`src/logic/tbuf_pkg.sv`:
```
package tbuf_pkg;
    // ****************************************************************
    // Register map and fields.
    // ****************************************************************
    localparam logic [7:0] OFS_CTRL = 8'h00;
    localparam logic [7:0] OFS_DATA = 8'h04;
    localparam logic [7:0] OFS_DATAH = 8'h08;
    localparam logic [7:0] OFS_COUNT = 8'h0c;
    localparam int CTRL_ARM_BIT = 0;
    localparam int CTRL_TSE_BIT = 1;
    localparam int CTRL_MODE_LSB = 2;
    localparam int CTRL_LOCK_BIT = 4;
    localparam int CTRL_SEC_BIT = 5;
    localparam int CNT_ROLL_BIT = 15;
    localparam logic [2:0] HSIZE_WORD = 3'h2;
    localparam logic TSE_RST = 1'b0;
    localparam logic LOCK_RST = 1'b1;
    // ****************************************************************
    // Trace modes, row codes and carriers.
    // ****************************************************************
    typedef enum logic [1:0] {
        MODE_NORMAL = 2'b00,
        MODE_LOOP = 2'b01,
        MODE_DETAIL = 2'b10,
        MODE_COMP = 2'b11
    } trace_mode_e;
    localparam trace_mode_e MODE_RST = MODE_NORMAL;
    localparam logic [1:0] CODE_BASE = 2'b00;
    localparam logic [1:0] CODE_ONE = 2'b01;
    localparam logic [1:0] CODE_TWO = 2'b10;
    localparam logic [1:0] CODE_THREE = 2'b11;
    localparam logic [3:0] FE_ALL = 4'hf;
    typedef struct packed {
        logic valid;
        logic stop;
        logic [17:0] addr;
        logic [15:0] data;
        logic rd;
        logic is_byte;
        logic dest;
        logic vect;
    } trace_in_s;
    typedef struct packed {
        logic wr;
        logic new_line;
        logic [3:0] fe;
        logic [19:0] row;
    } row_wr_s;
endpackage : tbuf_pkg

```
`src/logic/tbuf_ram.sv`:
```
`timescale 1ns/100ps
module tbuf_ram #(
    parameter int DEPTH = 64,
    parameter int AW = 6
) (
    input wire logic clk, // System clock.
    input wire logic wr_en, // Write strobe.
    input wire logic [AW-1:0] wr_addr, // Line written.
    input wire logic [3:0] fe, // Field write enables.
    input wire logic [19:0] wdata, // Row to write.
    input wire logic [AW-1:0] rd_addr, // Line read.
    output logic [19:0] rdata // Row read, combinational.
);
    // ****************************************************************
    // One array per field so a partial row keeps its older fields.
    // ****************************************************************
    // No reset on purpose: the contents must survive a system reset.
    for (genvar g = 0; g < 4; g++)
    begin : g_seg
        localparam int LO = g * 6;
        localparam int HI = (g == 3) ? 19 : g * 6 + 5;
        logic [HI-LO:0] seg_mem [DEPTH];
        always_ff @(posedge clk)
        begin
            if (wr_en && fe[g])
                seg_mem[wr_addr] <= wdata[HI:LO];
        end
        assign rdata[HI:LO] = seg_mem[rd_addr];
    end
endmodule : tbuf_ram

```
`src/logic/tbuf_pc_comp.sv`:
```
`timescale 1ns/100ps
module tbuf_pc_comp (
    input wire logic clk, // System clock.
    input wire logic rst_n, // Asynchronous reset, active low.
    input wire logic start, // New session pulse.
    input wire logic pc_valid, // Executed opcode strobe.
    input wire logic [17:0] pc, // Opcode address.
    input wire logic at_line0, // Next new line would be line zero.
    output tbuf_pkg::row_wr_s wr, // Row write request.
    output logic open_partial // Open row has free fields.
);
    import tbuf_pkg::*;
    logic [11:0] base_r;
    logic base_ok_r;
    logic [1:0] slots_r;
    logic need_base;
    logic open_new;
    logic take_base;

    // Pick the row form; a new line at line zero must be a base row.
    always_comb
    begin
        need_base = !base_ok_r || (pc[17:6] != base_r);
        open_new = (slots_r == 2'd0) || (slots_r == 2'd3) || need_base;
        take_base = need_base || (open_new && at_line0);
        wr = '0;
        wr.wr = pc_valid;
        wr.new_line = open_new;
        if (take_base)
        begin
            wr.fe = FE_ALL;
            wr.row = {CODE_BASE, pc};
        end
        else if (open_new)
        begin
            wr.fe = 4'h9;
            wr.row = {CODE_ONE, 12'h000, pc[5:0]};
        end
        else if (slots_r == 2'd1)
        begin
            wr.fe = 4'ha;
            wr.row = {CODE_TWO, 6'h00, pc[5:0], 6'h00};
        end
        else
        begin
            wr.fe = 4'hc;
            wr.row = {CODE_THREE, pc[5:0], 12'h000};
        end
    end

    // Base range and fill level of the open row.
    always_ff @(posedge clk or negedge rst_n)
    begin
        if (!rst_n)
        begin
            base_r <= 12'h000;
            base_ok_r <= 1'b0;
            slots_r <= 2'd0;
        end
        else if (start)
        begin
            base_ok_r <= 1'b0;
            slots_r <= 2'd0;
        end
        else if (pc_valid)
        begin
            if (take_base)
            begin
                base_r <= pc[17:6];
                base_ok_r <= 1'b1;
                slots_r <= 2'd0;
            end
            else if (open_new)
                slots_r <= 2'd1;
            else
                slots_r <= slots_r + 2'd1;
        end
    end

    // An open row still holding older fields is the oldest line after a wrap.
    assign open_partial = (slots_r == 2'd1) || (slots_r == 2'd2);
endmodule : tbuf_pc_comp

```
`src/logic/trace_buffer_format_readout.sv`:
```
// The placing of the registers and the AHB-Lite slave port were chosen for this implementation.
`timescale 1ns/100ps
module trace_buffer_format_readout #(
    parameter int DEPTH = 64
) (
    input wire logic MCLK, // System clock.
    input wire logic RESET_N, // Asynchronous reset, active low.
    input wire logic HSEL, // Slave select.
    input wire logic [31:0] HADDR, // Byte address.
    input wire logic [1:0] HTRANS, // Transfer type.
    input wire logic HWRITE, // Write when high.
    input wire logic [2:0] HSIZE, // Transfer size.
    input wire logic [31:0] HWDATA, // Write data.
    input wire logic HREADY, // Bus ready.
    input wire tbuf_pkg::trace_in_s TRACE_IN, // Core capture port.
    input wire logic SECURED, // System secured, blocks data port reads.
    output logic [31:0] HRDATA, // Read data.
    output logic HREADYOUT, // Slave ready.
    output logic HRESP, // Always OKAY.
    output logic ARMED // Capture session running.
);
    import tbuf_pkg::*;
    localparam int AW = $clog2(DEPTH);
    localparam int CW = AW + 1;
    localparam logic [CW-1:0] FULL = CW'(DEPTH);

    // ****************************************************************
    // Bus address phase.
    // ****************************************************************
    logic pend_r;
    logic a_wr_r;
    logic a_word_r;
    logic [7:0] a_ofs_r;
    logic hready_r;
    logic hresp_r;
    logic [31:0] hrdata_r;

    // One wait state lets the read data come from a flip-flop.
    always_ff @(posedge MCLK or negedge RESET_N)
    begin
        if (!RESET_N)
        begin
            pend_r <= 1'b0;
            a_wr_r <= 1'b0;
            a_word_r <= 1'b0;
            a_ofs_r <= 8'h00;
        end
        else if (HSEL && HTRANS[1] && HREADY)
        begin
            pend_r <= 1'b1;
            a_wr_r <= HWRITE;
            a_word_r <= (HSIZE == HSIZE_WORD) && (HADDR[1:0] == 2'b00);
            a_ofs_r <= HADDR[7:0];
        end
        else
            pend_r <= 1'b0;
    end

    // Ready drops for the first data-phase cycle only.
    always_ff @(posedge MCLK or negedge RESET_N)
    begin
        if (!RESET_N)
        begin
            hready_r <= 1'b1;
            hresp_r <= 1'b0;
        end
        else
        begin
            hready_r <= !(HSEL && HTRANS[1] && HREADY);
            hresp_r <= 1'b0;
        end
    end

    // ****************************************************************
    // Decoded accesses.
    // ****************************************************************
    logic wr_ctrl;
    logic wr_data;
    logic wr_datah;
    logic rd_data;

    assign wr_ctrl = pend_r && a_wr_r && (a_ofs_r == OFS_CTRL);
    assign wr_data = pend_r && a_wr_r && a_word_r && (a_ofs_r == OFS_DATA);
    assign wr_datah = pend_r && a_wr_r && a_word_r && (a_ofs_r == OFS_DATAH);
    assign rd_data = pend_r && !a_wr_r && (a_ofs_r == OFS_DATA);

    // ****************************************************************
    // Control state.
    // ****************************************************************
    logic arm_r;
    logic tse_r;
    trace_mode_e mode_r;
    logic lock_r;
    logic sess_start;

    assign sess_start = wr_ctrl && HWDATA[CTRL_ARM_BIT] && !arm_r;

    // A software write wins over a stop arriving in the same cycle.
    always_ff @(posedge MCLK or negedge RESET_N)
    begin
        if (!RESET_N)
        begin
            arm_r <= 1'b0;
            tse_r <= TSE_RST;
            mode_r <= MODE_RST;
        end
        else if (wr_ctrl)
        begin
            arm_r <= HWDATA[CTRL_ARM_BIT];
            tse_r <= HWDATA[CTRL_TSE_BIT];
            mode_r <= trace_mode_e'(HWDATA[CTRL_MODE_LSB +: 2]);
        end
        else if (TRACE_IN.stop)
            arm_r <= 1'b0;
    end

    // Arming locks; only a word write to the data port while disarmed opens.
    always_ff @(posedge MCLK or negedge RESET_N)
    begin
        if (!RESET_N)
            lock_r <= LOCK_RST;
        else if (wr_ctrl && HWDATA[CTRL_ARM_BIT])
            lock_r <= 1'b1;
        else if (wr_data && !arm_r)
            lock_r <= 1'b0;
    end

    // ****************************************************************
    // Capture formatting.
    // ****************************************************************
    logic cap;
    logic det_pend_r;
    logic [19:0] det_row_r;
    logic [17:0] last_src_r;
    logic last_ok_r;
    logic loop_dup;
    row_wr_s cmp_wr;
    row_wr_s wr;
    logic open_partial;
    logic [AW-1:0] wptr_r;
    logic [CW-1:0] count_r;
    logic roll_r;

    // A detail data line occupies the cycle after its address line.
    assign cap = arm_r && tse_r && TRACE_IN.valid && !det_pend_r;
    assign loop_dup = (mode_r == MODE_LOOP) && !TRACE_IN.dest && !TRACE_IN.vect
        && last_ok_r && (TRACE_IN.addr == last_src_r);

    // Second line of a detail entry, byte data kept in the low byte.
    always_ff @(posedge MCLK or negedge RESET_N)
    begin
        if (!RESET_N)
        begin
            det_pend_r <= 1'b0;
            det_row_r <= 20'h00000;
        end
        else
        begin
            det_pend_r <= cap && (mode_r == MODE_DETAIL);
            if (TRACE_IN.is_byte)
                det_row_r <= {12'h000, TRACE_IN.data[7:0]};
            else
                det_row_r <= {4'h0, TRACE_IN.data};
        end
    end

    // Last stored address, used to drop repeated loop branches.
    always_ff @(posedge MCLK or negedge RESET_N)
    begin
        if (!RESET_N)
        begin
            last_src_r <= 18'h00000;
            last_ok_r <= 1'b0;
        end
        else if (sess_start)
            last_ok_r <= 1'b0;
        else if (cap && (mode_r == MODE_LOOP) && !loop_dup)
        begin
            last_src_r <= TRACE_IN.addr;
            last_ok_r <= 1'b1;
        end
    end

    tbuf_pc_comp u_comp (
        .clk(MCLK),
        .rst_n(RESET_N),
        .start(sess_start),
        .pc_valid(cap && (mode_r == MODE_COMP)),
        .pc(TRACE_IN.addr),
        .at_line0(wptr_r == '0),
        .wr(cmp_wr),
        .open_partial(open_partial)
    );

    // Row write request for the current mode.
    always_comb
    begin
        wr = '0;
        if (det_pend_r)
        begin
            wr.wr = 1'b1;
            wr.new_line = 1'b1;
            wr.fe = FE_ALL;
            wr.row = det_row_r;
        end
        else if (mode_r == MODE_COMP)
            wr = cmp_wr;
        else if (mode_r == MODE_DETAIL)
        begin
            wr.wr = cap;
            wr.new_line = 1'b1;
            wr.fe = FE_ALL;
            wr.row = {TRACE_IN.is_byte, TRACE_IN.rd, TRACE_IN.addr};
        end
        else
        begin
            wr.wr = cap && !loop_dup;
            wr.new_line = 1'b1;
            wr.fe = FE_ALL;
            // A vector is always a destination.
            wr.row = {TRACE_IN.dest || TRACE_IN.vect, TRACE_IN.vect,
                TRACE_IN.addr};
        end
    end

    // ****************************************************************
    // Write pointer, line count and wrap flag.
    // ****************************************************************
    // No reset here: a system reset must not lose the last session.
    always_ff @(posedge MCLK)
    begin
        if (sess_start)
        begin
            wptr_r <= '0;
            count_r <= '0;
            roll_r <= 1'b0;
        end
        else if (wr.wr && wr.new_line)
        begin
            wptr_r <= AW'((wptr_r + 1'b1) % DEPTH);
            if (count_r != FULL)
                count_r <= count_r + 1'b1;
            if (wptr_r == AW'(DEPTH - 1))
                roll_r <= 1'b1;
        end
    end

    // ****************************************************************
    // Storage.
    // ****************************************************************
    logic [AW-1:0] rptr_r;
    logic half_r;
    logic [19:0] rd_row;
    logic [AW-1:0] oldest;
    logic read_ok;

    tbuf_ram #(
        .DEPTH(DEPTH),
        .AW(AW)
    ) u_ram (
        .clk(MCLK),
        .wr_en(wr.wr),
        .wr_addr(wr.new_line ? wptr_r : wptr_r - 1'b1),
        .fe(wr.fe),
        .wdata(wr.row),
        .rd_addr(rptr_r),
        .rdata(rd_row)
    );

    // ****************************************************************
    // Readout.
    // ****************************************************************
    // A partly refilled compressed row still holds the oldest fields.
    always_comb
    begin
        if (!roll_r)
            oldest = '0;
        else if ((mode_r == MODE_COMP) && open_partial)
            oldest = wptr_r - 1'b1;
        else
            oldest = wptr_r;
    end

    assign read_ok = !arm_r && tse_r && !SECURED && !lock_r && a_word_r;

    // Read pointer: rewound by unlock or high-port write, stepped per line.
    always_ff @(posedge MCLK or negedge RESET_N)
    begin
        if (!RESET_N)
        begin
            rptr_r <= '0;
            half_r <= 1'b0;
        end
        else if ((wr_data && !arm_r) || wr_datah)
        begin
            rptr_r <= oldest;
            half_r <= 1'b0;
        end
        else if (rd_data && read_ok)
        begin
            half_r <= !half_r;
            if (half_r)
                rptr_r <= AW'((rptr_r + 1'b1) % DEPTH);
        end
    end

    // Read data, zero where reads are refused.
    always_ff @(posedge MCLK or negedge RESET_N)
    begin
        if (!RESET_N)
            hrdata_r <= 32'h00000000;
        else if (pend_r && !a_wr_r)
        begin
            hrdata_r <= 32'h00000000;
            case (a_ofs_r)
                OFS_CTRL:
                begin
                    hrdata_r[CTRL_ARM_BIT] <= arm_r;
                    hrdata_r[CTRL_TSE_BIT] <= tse_r;
                    hrdata_r[CTRL_MODE_LSB +: 2] <= mode_r;
                    hrdata_r[CTRL_LOCK_BIT] <= lock_r;
                    hrdata_r[CTRL_SEC_BIT] <= SECURED;
                end
                OFS_DATA:
                begin
                    // Armed, disabled or narrow reads leave zero.
                    if (read_ok && !half_r)
                        hrdata_r[15:0] <= rd_row[15:0];
                    else if (read_ok)
                        hrdata_r[15:0] <= {12'h000, rd_row[19:16]};
                end
                OFS_COUNT:
                begin
                    hrdata_r[CW-1:0] <= count_r;
                    hrdata_r[CNT_ROLL_BIT] <= roll_r;
                end
                default:
                    hrdata_r <= 32'h00000000;
            endcase
        end
    end

    assign HRDATA = hrdata_r;
    assign HREADYOUT = hready_r;
    assign HRESP = hresp_r;
    assign ARMED = arm_r;
endmodule : trace_buffer_format_readout

```
`config.mk`:
```
export PLATFORM = sky130hd
export DESIGN_NAME = trace_buffer_format_readout
export DESIGN_NICKNAME = d
export VERILOG_FILES = /design/src/logic/tbuf_pkg.sv /design/src/logic/tbuf_ram.sv /design/src/logic/tbuf_pc_comp.sv /design/src/logic/trace_buffer_format_readout.sv
export SDC_FILE = /design/constraint.sdc
export NUM_CORES = 2
export LEC_CHECK = 0
export ABC_CLOCK_PERIOD_IN_PS = 9400
export BUFFER_PORTS_ARGS = -buffer_cell sky130_fd_sc_hd__buf_4
export CAP_MARGIN = 20
export CORE_MARGIN = 8
export CORE_UTILIZATION = 25
export CTS_CLUSTER_SIZE = 30
export DETAILED_ROUTE_END_ITERATION = 6
export PLACE_DENSITY = 0.39
export RECOVER_POWER = 50
export SYNTH_ARGS = -nofsm -noshare
export SYNTH_HDL_FRONTEND = slang
export SYNTH_SLANG_ARGS = --single-unit
```
`constraint.sdc`:
```
create_clock -name MCLK -period 9.4 [get_ports MCLK]
set_input_delay 1.88 -clock MCLK [delete_from_list [all_inputs] [get_ports MCLK]]
set_output_delay 1.88 -clock MCLK [all_outputs]
set_load 0.1 [all_outputs]
```
==> parameters.txt <==
Parameter                              Value

Synth
  Sequential element share of the synthesized area    0.736
  Leading post-synthesis cells by cell area    sky130_fd_sc_hd__edfxtp_1 69%, sky130_fd_sc_hd__mux4_2 13%, sky130_fd_sc_hd__dfrtp_1 4.0%, sky130_fd_sc_hd__mux2i_1 1.8%, sky130_fd_sc_hd__nor2_1 1.7%
  Number of storage elements in the synthesis netlist    1385
  Number of warnings issued by yosys    0
  Cell Area, Synth    55700 sq um
  Post-synth ARST share    0.0657
  Distinct cell type count of the synthesized netlist    78
  Top-area cell type share of the netlist area    0.690
  Synthesized area per cell    19.1 sq um
  Number of instances in the synthesized netlist    2908
  Number of flops mapped to enable cells by yosys    1280
  Ys flop type    sky130_fd_sc_hd__edfxtp_1
  Area leader, netlist    sky130_fd_sc_hd__edfxtp_1

Routing
  Wire length after detailed routing    153 mm
  Total via count in the routed design    27600
  Length of the first detailed-routing pass in iterations    5
  Vias per inst    4.49
  Routed length per placed instance    24.9 um
  Final ANT Viol Nets    0
  DRC marker count from the first detailed-route iteration    2005
  DRC violation count after routing    0

Floorplanning
  I/O pin count    150
  Floorplan core area    222000 sq um
  Die footprint    238000 sq um
  Die Span Y    488 um
  Chip Width    488 um
  Placement row count    173
  Initial Utilization    0.251

Placed design
  GPL Wtd Cong    0.721
  Count of placed standard cells including taps    5846
  Port buffer count    79
  DP Wirelength    91.8 mm

Finish
  Nets@finish    3158
  Non-filler instance count after layout    6141
  # fillers    21800
  Area added between synthesis and finish    16.3%
  Share of post-route cells with drive strength above 1    0.242

Clocking
  Clock root buffer master    sky130_fd_sc_hd__clkbuf_16
  Post-cts sizing count    0
  Clock tree buffer depth    3
  CTS sink count    1385
  Post-CTS Setup Repair Bufs    0
  Depth of the CTS H-tree    4
  Worst-skew pair later-pin latency    0.78 ns
  CTS tree    built
  Reg clk slew, reported paths    0.06 ns
  Cts bufs inserted    152
  Hold_buf cts    0

Power
  Peak supply drop    0.000207 V
  Static leakage power    21.1 nW
  Power per unit of standard cell area    205 nW/um^2
  Total Power Consumption    13.3 mW

Worst hold path
  Hold Path End    a_word_r$_DFFE_PN0P_
  HP Start    a_word_r$_DFFE_PN0P_
  Hold crit path type    reg -> reg
  Number of cells on the worst hold path    2

Global route
  Global-route total usage across every layer    0.126
  Wire length of the first global-routing pass    219 mm
  Overflow left after global routing    0
  Antenna violations before repair    1
  Maximum number of pins on one net before global-route repair    101
  Via count of the first global-routing pass    29200

Setup path
  Start-to-end type of the worst setup path    in -> reg
  Maximum single-stage delay on the critical path    1.78 ns
  Capture point of the worst reg-to-reg path    HRDATA[2]$_DFFE_PN0P_
  Worst path required time    9.72 ns
  Most frequent cell on the critical path    sky130_fd_sc_hd__clkbuf_1
  Worst reg2reg setup slack    3.13 ns
  Critical Path Slowest Stage Cell    sky130_fd_sc_hd__clkbuf_1
  Top fanout value on the critical path    32
  Worst path cell trace    clkbuf_1 -> xnor2_1 -> nand3_1 -> or4_1 -> nor4_1 -> o22ai_1 -> a32oi_4 -> clkbuf_1 -> nor2_1
  Startpoint of the worst register-to-register path    rptr_r[1]$_DFFE_PN0P_
  Depth of the worst register-to-register path    9
  Kind of launch point of the worst setup path    input port
  Category of the worst setup path capture point    flip-flop
  Data arrival time of the worst path    7.25 ns

Timing
  Unrepaired setup endpoints after global routing    no
  Final setup viols    0
  Number of hold-slack violations in the final timing report    0
  Fmax    144 MHz
  Worst slew slack as a fraction of its limit    -1.38
  Setup skew after layout    0.0224 ns
  Final period demand of the worst path    6.94 ns
  Setup TNS    0 ns
  Period Utilization, post-route    0.738
  Slew at the pin closest to its max-slew limit    3.56 ns
  Max-slew violations    1487

Outcome
  Violated checks    max-capacitance violations, max-slew violations
  Result of the run    finished, violations left

Flow run
  Max-capacitance violation count    27
[worst max-delay path by stage]
stage | from | endpoint | slack, ns | cells after the start
after floorplan | TRACE_IN[33] | u_ram.g_seg[2].seg_mem[0][0]$_DFFE_PP_ | 2.62 | 7
after global placement | TRACE_IN[37] | u_ram.g_seg[0].seg_mem[22][4]$_DFFE_PP_ | 3.07 | 8
after detailed placement | TRACE_IN[36] | u_ram.g_seg[0].seg_mem[4][4]$_DFFE_PP_ | 3.06 | 8
after CTS | TRACE_IN[36] | u_ram.g_seg[0].seg_mem[12][5]$_DFFE_PP_ | 3.92 | 8
after global routing | RESET_N | rptr_r[2]$_DFFE_PN0P_ | 2.06 | 2
final | TRACE_IN[35] | u_ram.g_seg[2].seg_mem[47][3]$_DFFE_PP_ | 2.46 | 9
[kinds of logic after synthesis]
| logic type | Yosys count | share of synthesized area |
|---|---|---|
| buf+inv | 210 | 0.0187 |
| xor+xnor | 44 | 0.00692 |
| simple gates | 535 | 0.0446 |
| mux | 497 | 0.164 |
| flops | 1385 | 0.736 |
| fa+ha+maj | 6 | 0.00135 |
| compound gates | 230 | 0.0282 |
| other cells | 1 | 0.0000674 |
[worst max-delay path, delay by kind of cell]
kind / cells / cell delay, ns
AOI/OAI and AO/OA: 2 / 0.60
xor gates and xnor gates: 1 / 0.20
buffers and inverters: 2 / 2.04
and+or+nand+nor: 4 / 2.49
[routing by layer]
metal | GRT usage | share of wire
met1 | 0.175 | 0.46
met2 | 0.206 | 0.48
met3 | 0.0196 | 0.037
met4 | 0.0341 | 0.022
met5 | 0 | 0
[layout make-up]
type,count,area [sq um],share of cell area
diodes,1,2.50,0.0000386
well taps,2975,3720,0.0575
flip-flops and latches,1385,41000,0.633
inverters,17,63.8,0.000985
clock buffers,191,4130,0.0637
multi-input cells,1329,13900,0.214
repair buffers,152,996,0.0154
clock inverters,91,982,0.0152
[layout by cell type, fill, tap and decap left out, types with 29 or more instances in the layout]
cell and instances:
sky130_fd_sc_hd__edfxtp_1 1280, sky130_fd_sc_hd__mux4_2 324, sky130_fd_sc_hd__nor2_1 254, sky130_fd_sc_hd__clkbuf_16 158, sky130_fd_sc_hd__mux2i_1 102, sky130_fd_sc_hd__dfrtp_1 84, sky130_fd_sc_hd__clkbuf_1 79, sky130_fd_sc_hd__nor3_1 78
sky130_fd_sc_hd__buf_4 73, sky130_fd_sc_hd__mux2_2 70, sky130_fd_sc_hd__nand2_1 61, sky130_fd_sc_hd__o21ai_0 45, sky130_fd_sc_hd__nand3_1 38, sky130_fd_sc_hd__o22ai_1 36, sky130_fd_sc_hd__clkinv_1 29, sky130_fd_sc_hd__nor2b_1 29
sky130_fd_sc_hd__a22oi_1 29
[cell usage after synthesis, types with 16 or more instances]
cell                       instances
sky130_fd_sc_hd__buf_4            39
sky130_fd_sc_hd__nor2_1          255
sky130_fd_sc_hd__mux2_2           70
sky130_fd_sc_hd__o21ai_0          55
sky130_fd_sc_hd__nor2b_1          29
sky130_fd_sc_hd__o22ai_1          36
sky130_fd_sc_hd__clkbuf_1         66
sky130_fd_sc_hd__nand2_1          68
sky130_fd_sc_hd__dfrtp_1          89
sky130_fd_sc_hd__a21oi_1          26
sky130_fd_sc_hd__nand3_1          38
sky130_fd_sc_hd__xnor2_1          26
sky130_fd_sc_hd__nor3_1           77
sky130_fd_sc_hd__inv_1            16
sky130_fd_sc_hd__mux2i_1         102
sky130_fd_sc_hd__xor2_1           18
sky130_fd_sc_hd__buf_1            19
sky130_fd_sc_hd__edfxtp_1       1280
sky130_fd_sc_hd__a22oi_1          29
sky130_fd_sc_hd__buf_2            66
sky130_fd_sc_hd__mux4_2          324
[per-stage QoR]
step / hold WS (ns) / util / instance area (sq um) / worst slack (ns)
detailed placement: 0.466 / 0.270 / 59900 / 3.06
global placement: 0.469 / 0.270 / 59900 / 3.07
CTS: 0.481 / 0.293 / 65000 / 3.92
global route: 0.522 / 0.292 / 64800 / 2.06
floorplan: 0.442 / - / 55700 / 2.62
finish: 0.482 / 0.292 / 64800 / 2.46
[flip-flops by register name, indices dropped and copies added (netlist names), 2 cells and up]
signal / count
det_row_r: 16
count_r: 7
HRDATA: 16
wptr_r: 6
rptr_r: 6
u_comp.base_r: 12
u_comp.slots_r: 2
last_src_r: 18
u_ram.g_seg.seg_mem: 1280
mode_r: 2
a_ofs_r: 8
[power by group]
| part | switching, mW | leakage (nW) | total, mW | internal, mW |
|---|---|---|---|---|
| Combinational | 0.270 | 5.82 | 0.338 | 0.0674 |
| Sequential | 0.0246 | 12.8 | 6.80 | 6.77 |
| Clock | 2.48 | 2.50 | 6.15 | 3.66 |
| Total | 2.78 | 21.1 | 13.3 | 10.5 |
No activity file was read; power rests on OpenSTA's default activity.
